File: src/hdl/crms_pkg.sv
// Purpose: Shared constants for the CAN receive message storage block.
// Assumes: APB3 register access, 32-bit data, one word per register.
// Notes:   Buffer geometry and the register map live here only.
package crms_pkg;

  // ----------------------------------------------------------------------
  // Buffer geometry
  // ----------------------------------------------------------------------
  localparam int unsigned MSG_BYTES = 13;   // Control bits, identifier, data
  localparam int unsigned TX_BUFS   = 3;    // Transmit buffers
  localparam int unsigned PORT_W    = 8;    // Width of the CAN port
  localparam int unsigned RX_PIN    = 0;    // Receive pin position
  localparam int unsigned TX_PIN    = 1;    // Transmit pin position

  // ----------------------------------------------------------------------
  // Register offsets (byte addresses)
  // ----------------------------------------------------------------------
  localparam logic [7:0] OFS_CTRL  = 8'h00; // Mode and interrupt enables
  localparam logic [7:0] OFS_RFLG  = 8'h04; // Receiver flag register
  localparam logic [7:0] OFS_PDAT  = 8'h08; // Port data, bits 7..2
  localparam logic [7:0] OFS_PDIR  = 8'h0C; // Port direction, bits 7..2
  localparam logic [7:0] OFS_TFLG  = 8'h10; // Transmit buffer empty flags
  localparam logic [7:0] OFS_TPRIO = 8'h14; // Local priorities, 8 bits each
  localparam logic [1:0] SEL_FGND  = 2'h1;  // addr[7:6]: foreground buffer window
  localparam logic [1:0] SEL_TXB0  = 2'h2;  // addr[7:6]: transmit buffers 0..1
  localparam logic [1:0] SEL_TXB1  = 2'h3;  // addr[7:6]: transmit buffer 2

  // ----------------------------------------------------------------------
  // Field positions
  // ----------------------------------------------------------------------
  localparam int unsigned CTRL_LOOP  = 0;   // Loop-back mode
  localparam int unsigned CTRL_RXIE  = 1;   // Receive interrupt enable
  localparam int unsigned CTRL_OVRIE = 2;   // Overrun error interrupt enable
  localparam int unsigned RFLG_FULL  = 0;   // Receive-full flag
  localparam int unsigned RFLG_OVR   = 1;   // Overrun flag

  // ----------------------------------------------------------------------
  // Reset values
  // ----------------------------------------------------------------------
  localparam logic [2:0] RST_CTRL = 3'h0;
  localparam logic [2:0] RST_TXE  = 3'h7;   // All transmit buffers empty
  localparam logic [7:0] RST_PRIO = 8'h00;

endpackage : crms_pkg

File: src/hdl/crms_sync.sv
// Purpose: Two-flop synchroniser for a bus of pin inputs.
// Assumes: Each bit is an independent level; no bus coherence implied.
// Notes:   The first stage feeds only the second stage.
module crms_sync #(
  parameter int unsigned W = 8
) (
  input  wire logic         pclk,
  input  wire logic         presetn,
  input  wire logic [W-1:0] d,
  output logic      [W-1:0] q
);

  // ----------------------------------------------------------------------
  // Synchroniser stages
  // ----------------------------------------------------------------------
  typedef struct packed {
    logic [W-1:0] meta;   // First stage, read by second stage only
    logic [W-1:0] held;   // Second stage, the only one logic may read
  } crms_sync_s;

  crms_sync_s sy_reg;    // Registered stages
  crms_sync_s sy_next;   // Next stages

  // Each stage takes the one before it
  always_comb begin
    sy_next      = sy_reg;
    sy_next.meta = d;
    sy_next.held = sy_reg.meta;
  end

  // Pins idle recessive, so both stages reset high
  always_ff @(posedge pclk or negedge presetn) begin
    if (!presetn) begin
      sy_reg <= '1;
    end else begin
      sy_reg <= sy_next;
    end
  end

  assign q = sy_reg.held;

endmodule : crms_sync

File: src/hdl/crms_prio.sv
// Purpose: Picks the ready transmit buffer with the highest local priority.
// Assumes: Lowest binary priority value wins; ties go to the lowest index.
// Notes:   Pure combinational; the caller registers the result.
module crms_prio
  import crms_pkg::*;
#(
  parameter int unsigned N = TX_BUFS
) (
  input  wire logic [N-1:0]      ready,
  input  wire logic [N-1:0][7:0] prio,
  output logic                   any,
  output logic      [1:0]        idx
);

  // ----------------------------------------------------------------------
  // Selection
  // ----------------------------------------------------------------------
  logic [7:0] best;   // Priority of the current winner

  // Strict compare keeps the lower index on a tie
  always_comb begin
    any  = 1'b0;
    idx  = 2'h0;
    best = 8'hFF;
    for (int i = 0; i < N; i++) begin
      if (ready[i] && (!any || prio[i] < best)) begin
        any  = 1'b1;
        idx  = 2'(i);
        best = prio[i];
      end
    end
  end

endmodule : crms_prio

File: src/hdl/crms_top.sv
// Purpose: Receive message storage, transmit queue and CAN port pins.
// Assumes: A bit-level protocol engine on pclk delivers bytes and frame
//          events, and reports filter hits, arbitration loss and sends.
// Notes:   Registers over APB3; answer comes two cycles after setup.
//
// Design decisions made here: the APB interface to the registers and the address map.
module crms_top
  import crms_pkg::*;
#(
  parameter int unsigned NBYTES = MSG_BYTES,
  parameter int unsigned NTX    = TX_BUFS
) (
  input  wire logic              pclk,            // 200 MHz module clock
  input  wire logic              presetn,         // Asynchronous, active low
  input  wire logic [7:0]        paddr,           // APB byte address
  input  wire logic              psel,
  input  wire logic              penable,
  input  wire logic              pwrite,
  input  wire logic [31:0]       pwdata,
  output logic      [31:0]       prdata,
  output logic                   pready,
  output logic                   pslverr,
  input  wire logic [PORT_W-1:0] can_port_in,     // Pin levels
  output logic      [PORT_W-1:0] can_port_out,    // Pin drive values
  output logic      [PORT_W-1:0] can_port_oe_n,   // Low while driving
  output logic                   rx_irq,          // Receive interrupt
  output logic                   err_irq,         // Overrun error interrupt
  output logic                   eng_rx_bit,      // Synchronised receive pin
  input  wire logic              eng_tx_bit,      // Bus level to send
  input  wire logic              eng_rx_start,    // Pulse: start of frame
  input  wire logic              eng_rx_byte_vld, // Pulse: byte received
  input  wire logic [7:0]        eng_rx_byte,
  input  wire logic              eng_rx_ok,       // Pulse: frame ended well
  input  wire logic              eng_accept,      // Filter hit, valid at ok
  input  wire logic              eng_tx_active,   // Level: node transmitting
  input  wire logic              eng_arb_lost,    // Pulse: arbitration lost
  input  wire logic              eng_tx_done,     // Pulse: frame sent
  input  wire logic [3:0]        eng_tx_byte_idx, // Byte of frame wanted
  output logic                   eng_ack_en,      // Engine may acknowledge
  output logic                   eng_tx_req,      // A frame is queued
  output logic      [1:0]        eng_tx_idx,      // Buffer being offered
  output logic      [7:0]        eng_tx_data      // Byte, one cycle late
);

  // ----------------------------------------------------------------------
  // State
  // ----------------------------------------------------------------------
  typedef logic [NBYTES-1:0][7:0] crms_msg_t;

  typedef struct packed {
    logic                   loopback;  // Own frames treated as foreign
    logic                   rx_ie;     // Receive interrupt enable
    logic                   ovr_ie;    // Overrun interrupt enable
    logic                   rx_full;   // Receive-full flag
    logic                   ovr;       // Overrun flag
    logic                   bg_pend;   // Background holds accepted frame
    logic                   own;       // Current frame is our own
    logic                   lost;      // Current frame lost bytes to a held buffer
    logic [3:0]             wptr;      // Background write index
    crms_msg_t              bg;        // Background receive buffer
    crms_msg_t              fg;        // Foreground receive buffer
    logic [NTX-1:0]         txe;       // Transmit buffer empty flags
    logic [NTX-1:0][7:0]    prio;      // Local priorities
    crms_msg_t [NTX-1:0]    txb;       // Transmit buffers
    logic                   tx_req;
    logic [1:0]             tx_idx;
    logic [7:0]             tx_data;
    logic [PORT_W-1:2]      pdat;      // General-purpose port data
    logic [PORT_W-1:2]      pdir;      // 1 = output
    logic [PORT_W-1:0]      pout;
    logic [PORT_W-1:0]      poe_n;
    logic                   rx_irq;
    logic                   err_irq;
    logic                   ack_en;
    logic                   rx_bit;    // Receive pin, third flop
    logic                   pready;
    logic                   pslverr;
    logic [31:0]            prdata;
  } crms_state_s;

  crms_state_s st_reg;    // Registered state
  crms_state_s st_next;   // Next state

  logic [PORT_W-1:0] pin_sync;   // Synchronised port pins
  logic              sel_any;    // Some buffer is ready
  logic [1:0]        sel_idx;    // Winning buffer

  // ----------------------------------------------------------------------
  // Submodules
  // ----------------------------------------------------------------------
  // Pins come from outside the clock domain
  crms_sync #(.W(PORT_W)) u_sync (
    .pclk    (pclk),
    .presetn (presetn),
    .d       (can_port_in),
    .q       (pin_sync)
  );

  // Ready means scheduled, that is, empty flag cleared
  crms_prio #(.N(NTX)) u_prio (
    .ready (~st_reg.txe),
    .prio  (st_reg.prio),
    .any   (sel_any),
    .idx   (sel_idx)
  );

  // ----------------------------------------------------------------------
  // Helpers
  // ----------------------------------------------------------------------
  // Packs up to four bytes of a message into a word; bytes past the end read 0
  function automatic logic [31:0] msg_word(input crms_msg_t m, input logic [1:0] w);
    logic [31:0] r;
    int unsigned k;
    r = 32'h0000_0000;
    for (int j = 0; j < 4; j++) begin
      k = 4 * int'(w) + j;
      if (k < NBYTES) begin
        r[8*j +: 8] = m[k];
      end
    end
    return r;
  endfunction : msg_word

  // ----------------------------------------------------------------------
  // Next-state logic
  // ----------------------------------------------------------------------
  logic        own_eff;    // Own frame outside loop-back
  logic        wr_en;      // APB write commits this edge
  logic        rd_go;      // APB access being answered
  logic [1:0]  word;       // Word within a message window
  logic [1:0]  tbuf;       // Transmit buffer addressed
  logic        hit;        // Address decodes
  logic [31:0] rdat;       // Read data

  always_comb begin
    st_next = st_reg;
    own_eff = st_reg.own && !st_reg.loopback;
    wr_en   = psel && penable && pwrite && st_reg.pready;
    rd_go   = psel && penable && !st_reg.pready;
    word    = paddr[3:2];
    hit     = 1'b0;
    rdat    = 32'h0000_0000;

    // Transmit buffer index from window: 0x80,0x90 -> 0,1; 0xC0 -> 2
    tbuf = (paddr[7:6] == SEL_TXB0) ? {1'b0, paddr[4]} : 2'h2;

    // Address decode and read mux
    if (paddr[5:4] == 2'h0 && paddr[7:6] == SEL_FGND) begin
      hit  = 1'b1;
      rdat = msg_word(st_reg.fg, word);
    end else if ((paddr[7:6] == SEL_TXB0 && !paddr[5]) ||
                 (paddr[7:6] == SEL_TXB1 && paddr[5:4] == 2'h0)) begin
      hit  = 1'b1;
      rdat = msg_word(st_reg.txb[tbuf], word);
    end else begin
      case (paddr)
        OFS_CTRL: begin
          hit  = 1'b1;
          rdat = {29'h0, st_reg.ovr_ie, st_reg.rx_ie, st_reg.loopback};
        end
        OFS_RFLG: begin
          hit  = 1'b1;
          rdat = {30'h0, st_reg.ovr, st_reg.rx_full};
        end
        OFS_PDAT: begin
          hit = 1'b1;
          // Inputs read the pin, outputs read the latch
          rdat[7:2] = (pin_sync[7:2] & ~st_reg.pdir) | (st_reg.pdat & st_reg.pdir);
          rdat[1:0] = pin_sync[1:0];
        end
        OFS_PDIR: begin
          hit       = 1'b1;
          rdat[7:2] = st_reg.pdir;
        end
        OFS_TFLG: begin
          hit       = 1'b1;
          rdat[2:0] = st_reg.txe;
        end
        OFS_TPRIO: begin
          hit        = 1'b1;
          rdat[23:0] = st_reg.prio;
        end
        default: begin
          hit = 1'b0;
        end
      endcase
    end

    // APB answer: ready one cycle into the access phase
    st_next.pready  = rd_go;
    st_next.pslverr = rd_go && !hit;
    st_next.prdata  = rd_go ? rdat : 32'h0000_0000;

    // Register writes
    if (wr_en && hit) begin
      case (paddr)
        OFS_CTRL: begin
          st_next.loopback = pwdata[CTRL_LOOP];
          st_next.rx_ie    = pwdata[CTRL_RXIE];
          st_next.ovr_ie   = pwdata[CTRL_OVRIE];
        end
        OFS_RFLG: begin
          // Write one clears; later sets in this cycle override
          if (pwdata[RFLG_FULL]) st_next.rx_full = 1'b0;
          if (pwdata[RFLG_OVR]) st_next.ovr = 1'b0;
        end
        OFS_PDAT:  st_next.pdat = pwdata[7:2];
        OFS_PDIR:  st_next.pdir = pwdata[7:2];
        OFS_TFLG: begin
          // Writing one schedules the buffer for sending
          st_next.txe = st_reg.txe & ~pwdata[NTX-1:0];
        end
        OFS_TPRIO: st_next.prio = pwdata[23:0];
        default: begin
          // Buffer windows: only transmit buffers are writable
          if (paddr[7:6] != SEL_FGND && st_reg.txe[tbuf]) begin
            for (int j = 0; j < 4; j++) begin
              if (4 * int'(word) + j < NBYTES) begin
                st_next.txb[tbuf][4 * int'(word) + j] = pwdata[8*j +: 8];
              end
            end
          end
        end
      endcase
    end

    // Frame start: fresh write pointer, remember whether we sent it
    if (eng_rx_start) begin
      st_next.wptr = 4'h0;
      st_next.lost = 1'b0;
      st_next.own  = eng_tx_active;
    end

    // Losing arbitration makes the frame a foreign one
    if (eng_arb_lost) begin
      st_next.own = 1'b0;
    end

    // Bytes land in background unless it holds a pending accepted frame;
    // the index still advances so that later bytes never shift position
    if (eng_rx_byte_vld && st_reg.wptr < NBYTES[3:0]) begin
      if (st_reg.bg_pend) begin
        st_next.lost = 1'b1;
      end else begin
        st_next.bg[st_reg.wptr] = eng_rx_byte;
      end
      st_next.wptr = st_reg.wptr + 4'h1;
    end

    // Frame complete: promote, park or discard; a frame that lost bytes
    // to a held background is the newest one and is never promoted
    if (eng_rx_ok && eng_accept && !own_eff) begin
      if (st_reg.bg_pend || st_reg.lost) begin
        st_next.ovr = 1'b1;
      end else if (!st_reg.rx_full) begin
        st_next.fg      = st_reg.bg;
        st_next.rx_full = 1'b1;
      end else begin
        st_next.bg_pend = 1'b1;
      end
    end

    // Queued frame moves forward once software frees the foreground
    if (st_reg.bg_pend && !st_reg.rx_full) begin
      st_next.fg      = st_reg.bg;
      st_next.rx_full = 1'b1;
      st_next.bg_pend = 1'b0;
    end

    // Transmit queue keeps running regardless of receive state
    if (eng_tx_done) begin
      st_next.txe[st_reg.tx_idx] = 1'b1;
    end
    st_next.tx_req = sel_any && !(eng_tx_done && sel_idx == st_reg.tx_idx);
    if (!eng_tx_active) begin
      st_next.tx_idx = sel_idx;
    end
    st_next.tx_data = (eng_tx_byte_idx < NBYTES[3:0]) ?
                      st_reg.txb[st_reg.tx_idx][eng_tx_byte_idx] : 8'h00;

    // Acknowledge suppressed for own frames unless looped back
    st_next.ack_en = !(eng_tx_active && !st_reg.loopback);

    // Interrupt levels follow flags and masks
    st_next.rx_irq  = st_next.rx_full && st_next.rx_ie;
    st_next.err_irq = st_next.ovr && st_next.ovr_ie;

    // Port pins: receive in, transmit out, the rest general purpose
    st_next.pout               = {st_reg.pdat, 2'b11};
    st_next.pout[TX_PIN]       = eng_tx_bit;
    st_next.poe_n              = {~st_reg.pdir, 2'b11};
    st_next.poe_n[TX_PIN]      = 1'b0;
    st_next.poe_n[RX_PIN]      = 1'b1;
    // The receive pin reaches the engine only through the synchroniser
    st_next.rx_bit             = pin_sync[RX_PIN];
  end

  // ----------------------------------------------------------------------
  // State register
  // ----------------------------------------------------------------------
  // Everything resets to a constant; transmit pin idles recessive
  always_ff @(posedge pclk or negedge presetn) begin
    if (!presetn) begin
      st_reg          <= '0;
      st_reg.loopback <= RST_CTRL[CTRL_LOOP];
      st_reg.txe      <= RST_TXE;
      st_reg.prio     <= {NTX{RST_PRIO}};
      st_reg.pout     <= '1;
      st_reg.poe_n    <= '1;
      st_reg.ack_en   <= 1'b1;
      st_reg.rx_bit   <= 1'b1;
    end else begin
      st_reg <= st_next;
    end
  end

  // ----------------------------------------------------------------------
  // Outputs
  // ----------------------------------------------------------------------
  // Every output is a field of the state register
  assign eng_rx_bit    = st_reg.rx_bit;
  assign prdata        = st_reg.prdata;
  assign pready        = st_reg.pready;
  assign pslverr       = st_reg.pslverr;
  assign can_port_out  = st_reg.pout;
  assign can_port_oe_n = st_reg.poe_n;
  assign rx_irq        = st_reg.rx_irq;
  assign err_irq       = st_reg.err_irq;
  assign eng_ack_en    = st_reg.ack_en;
  assign eng_tx_req    = st_reg.tx_req;
  assign eng_tx_idx    = st_reg.tx_idx;
  assign eng_tx_data   = st_reg.tx_data;

endmodule : crms_top

File: config.mk
export PLATFORM = sky130hd
export DESIGN_NAME = crms_top
export DESIGN_NICKNAME = d
export VERILOG_FILES = /design/src/hdl/crms_pkg.sv /design/src/hdl/crms_sync.sv /design/src/hdl/crms_prio.sv /design/src/hdl/crms_top.sv
export SDC_FILE = /design/constraint.sdc
export NUM_CORES = 1
export LEC_CHECK = 0
export BUFFER_PORTS_ARGS = -buffer_cell sky130_fd_sc_hd__buf_2
export CAP_MARGIN = 40
export CORE_ASPECT_RATIO = 0.5
export CORE_MARGIN = 10
export CORE_UTILIZATION = 55
export CTS_CLUSTER_DIAMETER = 150
export DETAILED_ROUTE_END_ITERATION = 7
export PLACE_DENSITY = 0.77
export RECOVER_POWER = 25
export SYNTH_ARGS = -nofsm -noshare
export SYNTH_HDL_FRONTEND = slang
export SYNTH_SLANG_ARGS = --single-unit
File: constraint.sdc
create_clock -name pclk -period 4.4 [get_ports pclk]
set_clock_uncertainty 0.2 [all_clocks]
set_input_delay 0.88 -clock pclk [delete_from_list [all_inputs] [get_ports pclk]]
set_output_delay 0.88 -clock pclk [all_outputs]
set_load 0.005 [all_outputs]
==> summary.txt, run 1 <==
Power
  – Overall power: 12.82 mW
  – Lkg Pwr: 16.32 nW
  – Power per cell area: 369.3 nW/um^2
  – VDD IR max: 0.3415 mV

Clock tree
  – Setup bufs post-CTS: 0
  – Hold Buf Count CTS: 0
  – Worst-Skew Late Latency: 630 ps
  – Max clock buf depth: 3
  – Post_cts resized: 0
  – H-tree levels: 2
  – Reg clk slew, reported paths: 70 ps
  – # clock sinks: 650
  – Clock root cell: clkbuf_16
  – Total CTS buffers: 56
  – CTS tree: done

STA
  – Final worst-path cycle share: 93.48%
  – Slew HR: -39.28%
  – Final hold viol count: 0
  – Hold Worst Slack: 155.9 ps
  – Final min period: 4113 ps
  – Slew Limit Fails: 138
  – Max Fclk: 243.1 MHz
  – Setup tns final: 0 ps
  – Worst-Margin Slew: 2089 ps
  – Final number of setup-violating endpoints: 0
  – RSZ-0062 raised after global routing: no

Placed design
  – Routability Congestion: 0.8800
  – Dpl cell area: 32,920 sq um
  – Buffers on Ports: 135
  – Final HPWL from detailed placement: 57,620 microns

Job
  – Number of max-cap violations: 2

Floorplanning
  – Initial Util: 55.44%
  – Die ar.: 68,220 sq um
  – Core Rows: 62
  – CORE AREA: 57,170 sq um
  – Die width: 359.5 microns
  – I/O pin cnt: 138
  – Die height: 189.8 microns

Finish
  – Cell area after layout: 34,720 sq um
  – Final #Nets: 2,728
  – Layout area overhead: 9.516%
  – Area of the multi-input gates: 14,050 sq um
  – Storage element area: 16,310 sq um
  – Filler Cells Inserted: 4,318
  – Layout cells sized above 1: 34.61%

Drt
  – WL/cell: 25.42 microns
  – DRC: 0
  – Post-route ant nets: 0
  – DR iter-0 viols: 2,522
  – Drt pass-1 iters: 8
  – Final WL: 87,910 microns
  – Via count: 22,080
  – Vias per inst: 6.384

Logic synthesis
  – Mapped Area: 31,700 sq um
  – Top cell type's share of synthesized area: 48.55%
  – Post-synth EDFFs: 0
  – Seq cells post-synth: 650
  – Sequential share of the synthesized area: 51.45%
  – Post-synth top cells: dfrtp_1, mux2_2, mux2i_1
  – Avg Inst Size Synth: 12.05 sq um
  – Synth top area cells: dfrtp_1, mux2_2, mux2i_1, dfstp_2, o21ai_0
  – Post-synthesis cell type with the largest combined area: dfrtp_1
  – Synth Warn #: 0
  – Post-synth ARST share: 100.0%
  – Most frequent cell after synthesis: dfrtp_1
  – Cell variety after synth: 66
  – Ys flop type: dfrtp_1
  – Post-synthesis instance total: 2,630

Outcome
  – Status: complete, but fails checks
  – Failing checks: capacitance limit, slew limit

Worst setup path
  – Setup slack, reg-to-reg: 290 ps
  – CP Class: reg2reg
  – Critical Path Sink Type: flip-flop
  – CP Launch Type: flip-flop
  – Arr. time, crit path: 4450 ps
  – CP max FO: 17
  – Critical Path RT: 4740 ps

Global route
  – Number of global-route vias before repair: 22,200
  – First-pass GRT wire length: 134,300 microns
  – GR Util All Layers: 24.90%
  – Remaining global-route overflow: 0
  – Initial antenna violation count: 15
  – Largest net degree at the start of global routing: 120

Min path
  – Hold WC Path Type: reg2reg
==> report_power, final <==
group	switching (mW)	internal (mW)
Sequential	0.158	6.21
Clock	2.28	2.84
Combinational	0.866	0.460
==> routing by layer <==
layer | global-route usage, % | routed length [microns] | vias to the layer above
li1 | - | - | 9489
met1 | 32.47 | 35510 | 11400
met2 | 39.11 | 40390 | 974
met3 | 7.483 | 8843 | 211
met4 | 9.462 | 3139 | 4
met5 | 0 | 23 | -
==> worst paths after layout <==
kind / start / to / cells past startpoint
setup / recovery: st_reg[413]$_DFF_PN1_ / eng_tx_req$_DFF_PN0_ / 14
hold / removal: u_sync.sy_next[1]$_DFF_PN1_ / u_sync.q[1]$_DFF_PN1_ / 0
setup reg to reg: st_reg[413]$_DFF_PN1_ / eng_tx_req$_DFF_PN0_ / 14
hold reg to reg: u_sync.sy_next[1]$_DFF_PN1_ / u_sync.q[1]$_DFF_PN1_ / 0
max in group asynchronous: presetn / asynchronous set/reset pin / 2
min in group asynchronous: presetn / asynchronous set/reset pin / 1
==> cell families (layout without fill, tap and decap cells) <==
family	Yosys count	count (layout)	share of synthesized area, %
buffers and inverters	285	335	4.519
other	2	13	0.02369
XOR/XNOR	1	1	0.02763
AO/OA/AOI/OAI	482	482	9.595
adder cells (fa/ha/maj)	18	18	0.7105
multiplexers	790	790	27.98
AND/OR/NAND/NOR	402	402	5.696
flip-flops	650	650	51.45
==> cell usage in the layout, fill, tap and decap left out, types with 24 or more instances in the layout <==
master / n
a211oi_1: 40
a21oi_1: 103
buf_2: 129
buf_4: 58
clkbuf_16: 57
dfrtp_1: 613
dfstp_2: 34
mux2_2: 542
mux2i_1: 202
nand2_1: 184
nor2_1: 128
o211ai_1: 64
o21ai_0: 160
o22ai_1: 24
==> worst max-delay path, stage by stage, from the launching register on <==
cell and delay [ps]:
dfstp_2 680, nor2_1 110, ha_1 270, o21ai_0 170, a21oi_1 70, or3_1 310, a221o_1 510, nand2_1 140
o21ai_0 90, ha_1 320, a21oi_1 140, o21ai_0 100, a221o_1 300, nor3_1 400, mux2i_1 230
==> area by class of cell <==
| type | count | share of cell area (%) |
|---|---|---|
| inverter | 22 | 0.2379 |
| sequential | 650 | 46.99 |
| tap | 768 | 2.768 |
| clock inverter | 23 | 0.8073 |
| timing repair buffer | 211 | 4.029 |
| antenna | 10 | 0.07208 |
| clock buffer | 79 | 4.606 |
| multi-input combinational | 1696 | 40.49 |
==> metrics by stage <==
stage / utilization (%) / setup slack, ps / std cells
after global placement: 57.55 / 420.7 / 3345
after CTS: 60.86 / 302.3 / 3449
final: 60.72 / 286.8 / 3459
after floorplan: - / 410.2 / 2631
after global routing: 60.70 / 9.423 / 3455
after detailed placement: 57.58 / 325.4 / 3347
No activity file was read; power rests on OpenSTA's default activity.
==> run 2, diff against run 1 <==
- ABC_CLOCK_PERIOD_IN_PS: not set -> 4400
- PLACE_DENSITY: 0.77 -> 0.78
- SYNTH_HIERARCHICAL: not set -> 1
==> run 2 against run 1 <==
  * The run still ends with capacitance limit, slew limit left
  * Setup slack worse by 80 ps
  * Non-clock buffer count is 13 higher
  * Die area rose by 0.15%
  * Via count rose by 2.3%
  * Clock-buffer cell count rose by 13
  * Sequential power up 1%
  * Area after synthesis rose by 0.16%
==> summary.txt, run 2 <==
Outcome
  – Status: complete, but fails checks (unchanged)
  – Failing checks: capacitance limit, slew limit (unchanged)

Drt
  – DRT met1 WL: 37,460 microns (was 35,510 microns)
  – DR iter-0 viols: 2,626 (was 2,522)
  – DRC: 0 (unchanged)
  – WL met3: 10,600 microns (was 8843 microns)
  – Drt pass-1 iters: 7 (was 8)
  – WL/cell: 27.80 microns (was 25.42 microns)
  – Top layer in use: met5 (unchanged)
  – Post-route ant nets: 0 (unchanged)
  – Via count: 22,600 (was 22,080)
  – Final WL: 94,080 microns (was 87,910 microns)
  – Met2 WL: 41,640 microns (was 40,390 microns)
  – Vias per inst: 6.678 (was 6.384)

Placed design
  – Dpl cell area: 32,960 sq um (was 32,920 sq um)
  – Final HPWL from detailed placement: 62,110 microns (was 57,620 microns)
  – Placed cells: 3,269 (was 3,347)
  – Routability Congestion: 0.9083 (was 0.8800)
  – Buffers on Ports: 135 (unchanged)

Logic synthesis
  – Most frequent cell after synthesis: dfrtp_1 (unchanged)
  – Synth top area cells: dfrtp_1, mux2_2, mux2i_1, dfstp_2, buf_4 (was dfrtp_1, mux2_2, mux2i_1, dfstp_2, o21ai_0)
  – Ys flop type: dfrtp_1 (unchanged)
  – Cell variety after synth: 81 (was 66)
  – Post-synthesis cell type with the largest combined area: dfrtp_1 (unchanged)
  – Largest family of logic cells by synthesized area: multiplexers (unchanged)
  – Synth Area in Compound Gates: 10.45% (was 9.595%)
  – Avg Inst Size Synth: 12.47 sq um (was 12.05 sq um)
  – Post-synthesis instance total: 2,546 (was 2,630)
  – Area share of fa/ha/maj cells after synthesis: 0.7093% (was 0.7105%)
  – Post-synth ARST share: 100.0% (unchanged)
  – Post-synthesis xor/xnor area fraction: 0.05517% (was 0.02763%)
  – Synth Area in Simple Gates: 5.793% (was 5.696%)
  – Mux contribution to synthesized area: 26.90% (was 27.98%)
  – Seq cells post-synth: 650 (unchanged)
  – Post-synth EDFFs: 0 (unchanged)
  – Mapped Area: 31,750 sq um (was 31,700 sq um)
  – Sequential share of the synthesized area: 51.37% (was 51.45%)
  – Synth Warn #: 6 (was 0)
  – Top cell type's share of synthesized area: 48.47% (was 48.55%)
  – Post-synth top cells: dfrtp_1, mux2_2, mux2i_1 (unchanged)

Power
  – Seq pwr share: 47.1% (was 49.7%)
  – Overall power: 13.72 mW (was 12.82 mW)
  – Sw frac: 28.34% (was 25.81%)
  – Clock share of power: 38.1% (was 40.0%)
  – P_int: 9.833 mW (was 9.513 mW)
  – Sw power: 3.888 mW (was 3.309 mW)
  – Gate power share: 14.8% (was 10.3%)
  – VDD IR max: 0.3215 mV (was 0.3415 mV)
  – Lkg Pwr: 16.51 nW (was 16.32 nW)
  – Power per cell area: 393.3 nW/um^2 (was 369.3 nW/um^2)

STA
  – Final worst-path cycle share: 95.29% (was 93.48%)
  – Final hold viol count: 0 (unchanged)
  – Final min period: 4193 ps (was 4113 ps)
  – Setup tns final: 0 ps (unchanged)
  – Final number of setup-violating endpoints: 0 (unchanged)
  – RSZ-0062 raised after global routing: no (unchanged)
  – Slew Limit Fails: 100 (was 138)
  – Worst-Margin Slew: 2650 ps (was 2089 ps)
  – Slew HR: -76.66% (was -39.28%)
  – Max Fclk: 238.5 MHz (was 243.1 MHz)

Floorplanning
  – Die ar.: 68,320 sq um (was 68,220 sq um)
  – Initial Util: 55.46% (was 55.44%)
  – Core Rows: 62 (unchanged)
  – I/O pin cnt: 138 (unchanged)
  – Die width: 359.8 microns (was 359.5 microns)
  – Die height: 189.9 microns (was 189.8 microns)
  – CORE AREA: 57,250 sq um (was 57,170 sq um)

Global route
  – First-pass GRT wire length: 142,000 microns (was 134,300 microns)
  – Largest net degree at the start of global routing: 103 (was 120)
  – GR Util All Layers: 26.63% (was 24.90%)
  – Initial antenna violation count: 14 (was 15)
  – Remaining global-route overflow: 0 (unchanged)
  – Number of global-route vias before repair: 22,770 (was 22,200)

Clock tree
  – Max clock buf depth: 3 (unchanged)
  – H-tree levels: 2 (unchanged)
  – Setup bufs post-CTS: 0 (unchanged)
  – # clock sinks: 650 (unchanged)
  – Clock root cell: clkbuf_16 (unchanged)
  – Worst-Skew Late Latency: 630 ps (about the same)
  – Reg clk slew, reported paths: 70 ps (about the same)
  – Hold Buf Count CTS: 0 (unchanged)
  – Total CTS buffers: 58 (was 56)
  – CTS tree: done (unchanged)

Worst setup path
  – WP buf/inv: 2 (was 0)
  – Arr. time, crit path: 4490 ps (was 4450 ps)
  – Most used cell, CP: a21oi_1 (was o21ai_0)
  – Cell family with most CP delay: compound AO/OA/AOI/OAI gates (unchanged)
  – CP max FO: 11 (was 17)
  – R2R depth: 16 (was 14)
  – CP Depth: 16 (was 14)
  – Crit-path cells: inv_1 > nor2b_1 > ha_1 > a211o_1 > o211ai_2 > o2111ai_2 > buf_4 > a21oi_1 > a21o_1 > ha_1 > a21oi_1 > o21ai_0 > or4b_4 > a21oi_1 > a221oi_2 > mux2_2 (was nor2_1 > ha_1 > o21ai_0 > a21oi_1 > or3_1 > a221o_1 > nand2_1 > o21ai_0 > ha_1 > a21oi_1 > o21ai_0 > a221o_1 > nor3_1 > mux2i_1)
  – CP max stage delay: 550 ps (was 680 ps)
  – Critical Path Sink Type: flip-flop (unchanged)
  – CP Launch Type: flip-flop (unchanged)
  – Critical Path RT: 4700 ps (was 4740 ps)
  – Slowest CP cell: dfstp_2 (unchanged)
  – CP Class: reg2reg (unchanged)

Finish
  – Final #Nets: 2,654 (was 2,728)
  – Filler Cells Inserted: 4,330 (was 4,318)
  – Commonest cells after routing, fill and taps aside: dfrtp_1, mux2_2, buf_2 (was dfrtp_1, mux2_2, mux2i_1)
  – Non-Filler Instances: 3,384 (was 3,459)
  – Area of the multi-input gates: 14,090 sq um (was 14,050 sq um)
  – Cell area after layout: 34,890 sq um (was 34,720 sq um)
  – Layout area overhead: 9.879% (was 9.516%)
  – Commonest non-fill, non-tap cell in the layout: dfrtp_1 (unchanged)
  – Storage element area: 16,310 sq um (unchanged)
  – Layout cells sized above 1: 37.33% (was 34.61%)

Min path
  – Hold Crit Depth: 1 (was 0)
  – Hold WC Path Type: in2reg (was reg2reg)

Job
  – Number of max-cap violations: 1 (was 2)
run 2: cell types whose count changed after synthesis, sizes merged, moves of 19 or more:
cell,delta
a311oi,+21
o211ai,-24
nand2,-87
mux2i,-79
a221oi,+30
o21ai,-62
mux2,+48
nor2,-56
nand2b,+19
run 2: path summary, 6_finish.rpt:
check	to	from	slack, ps
setup / recovery	eng_tx_idx[0]$_DFFE_PN0N_	st_reg[413]$_DFF_PN1_	210
hold / removal	u_sync/sy_next[1]$_DFF_PN1_	can_port_in[1]	150
setup reg to reg	eng_tx_idx[0]$_DFFE_PN0N_	st_reg[413]$_DFF_PN1_	210
hold reg to reg	u_sync/q[1]$_DFF_PN1_	u_sync/sy_next[1]$_DFF_PN1_	160
max in group asynchronous	eng_tx_data[3]$_DFF_PN0_	presetn	640
min in group asynchronous	asynchronous set/reset pin	presetn	910
run 2: per-stage QoR:
stage,util (%),hold slack [ps],setup WS [ps]
after floorplan,-,145.2,392.4
after detailed placement,57.57,146.8,173.2
after global placement,57.52,146.0,257.2
final,60.94,149.2,207.1
after CTS,60.97,137.7,147.5
after global routing,60.93,138.6,33.92
run 2: cell type report:
class                      count  share of cell area [%]
tap                          768                   2.754
antenna                        7                 0.05021
inverter                      22                  0.2367
sequential                   650                   46.76
timing repair buffer         224                   4.232
clock inverter                14                  0.4340
multi-input combinational   1607                   40.39
clock buffer                  92                   5.136
run 2: what timing repair did:
action	in CTS	in global routing
endpoints found under the hold margin	0	0
endpoints found under the setup margin	0	3
gates resized for setup	0	5
run 2: cells by family (layout without fill, tap and decap cells):
family / count (synthesis) / after routing
flip-flops: 650 / 650
multiplexers: 757 / 757
other: 2 / 10
AND/OR/NAND/NOR: 355 / 355
buffers and inverters: 290 / 352
AO/OA/AOI/OAI: 472 / 472
adder cells (fa/ha/maj): 18 / 18
XOR/XNOR: 2 / 2
run 2: worst reg2reg max path, delay by kind of cell (launching register included):
family,cells,cell delay [ps]
flops,1,550
buf+inv,2,330
simple gates,2,720
compound gates,9,1440
mux,1,280
fa+ha+maj,2,540
run 2: metal layers:
layer  GRT usage (%)  up-vias
met5               0        -
met4           11.58       10
met3           8.294      301
met2           40.74     1269
met1           34.92    11620
li1                -     9396
run 2: power groups by stage:
stage                     Sequential (mW)  Combinational (mW)  Clock (mW)
after detailed placement             6.56                1.96           0
after global placement               6.54                1.94           0
after global routing                 6.48                2.13        5.50
final                                6.46                2.03        5.23
after CTS                            6.45                1.97        5.24
after floorplan                      6.39                1.34           0
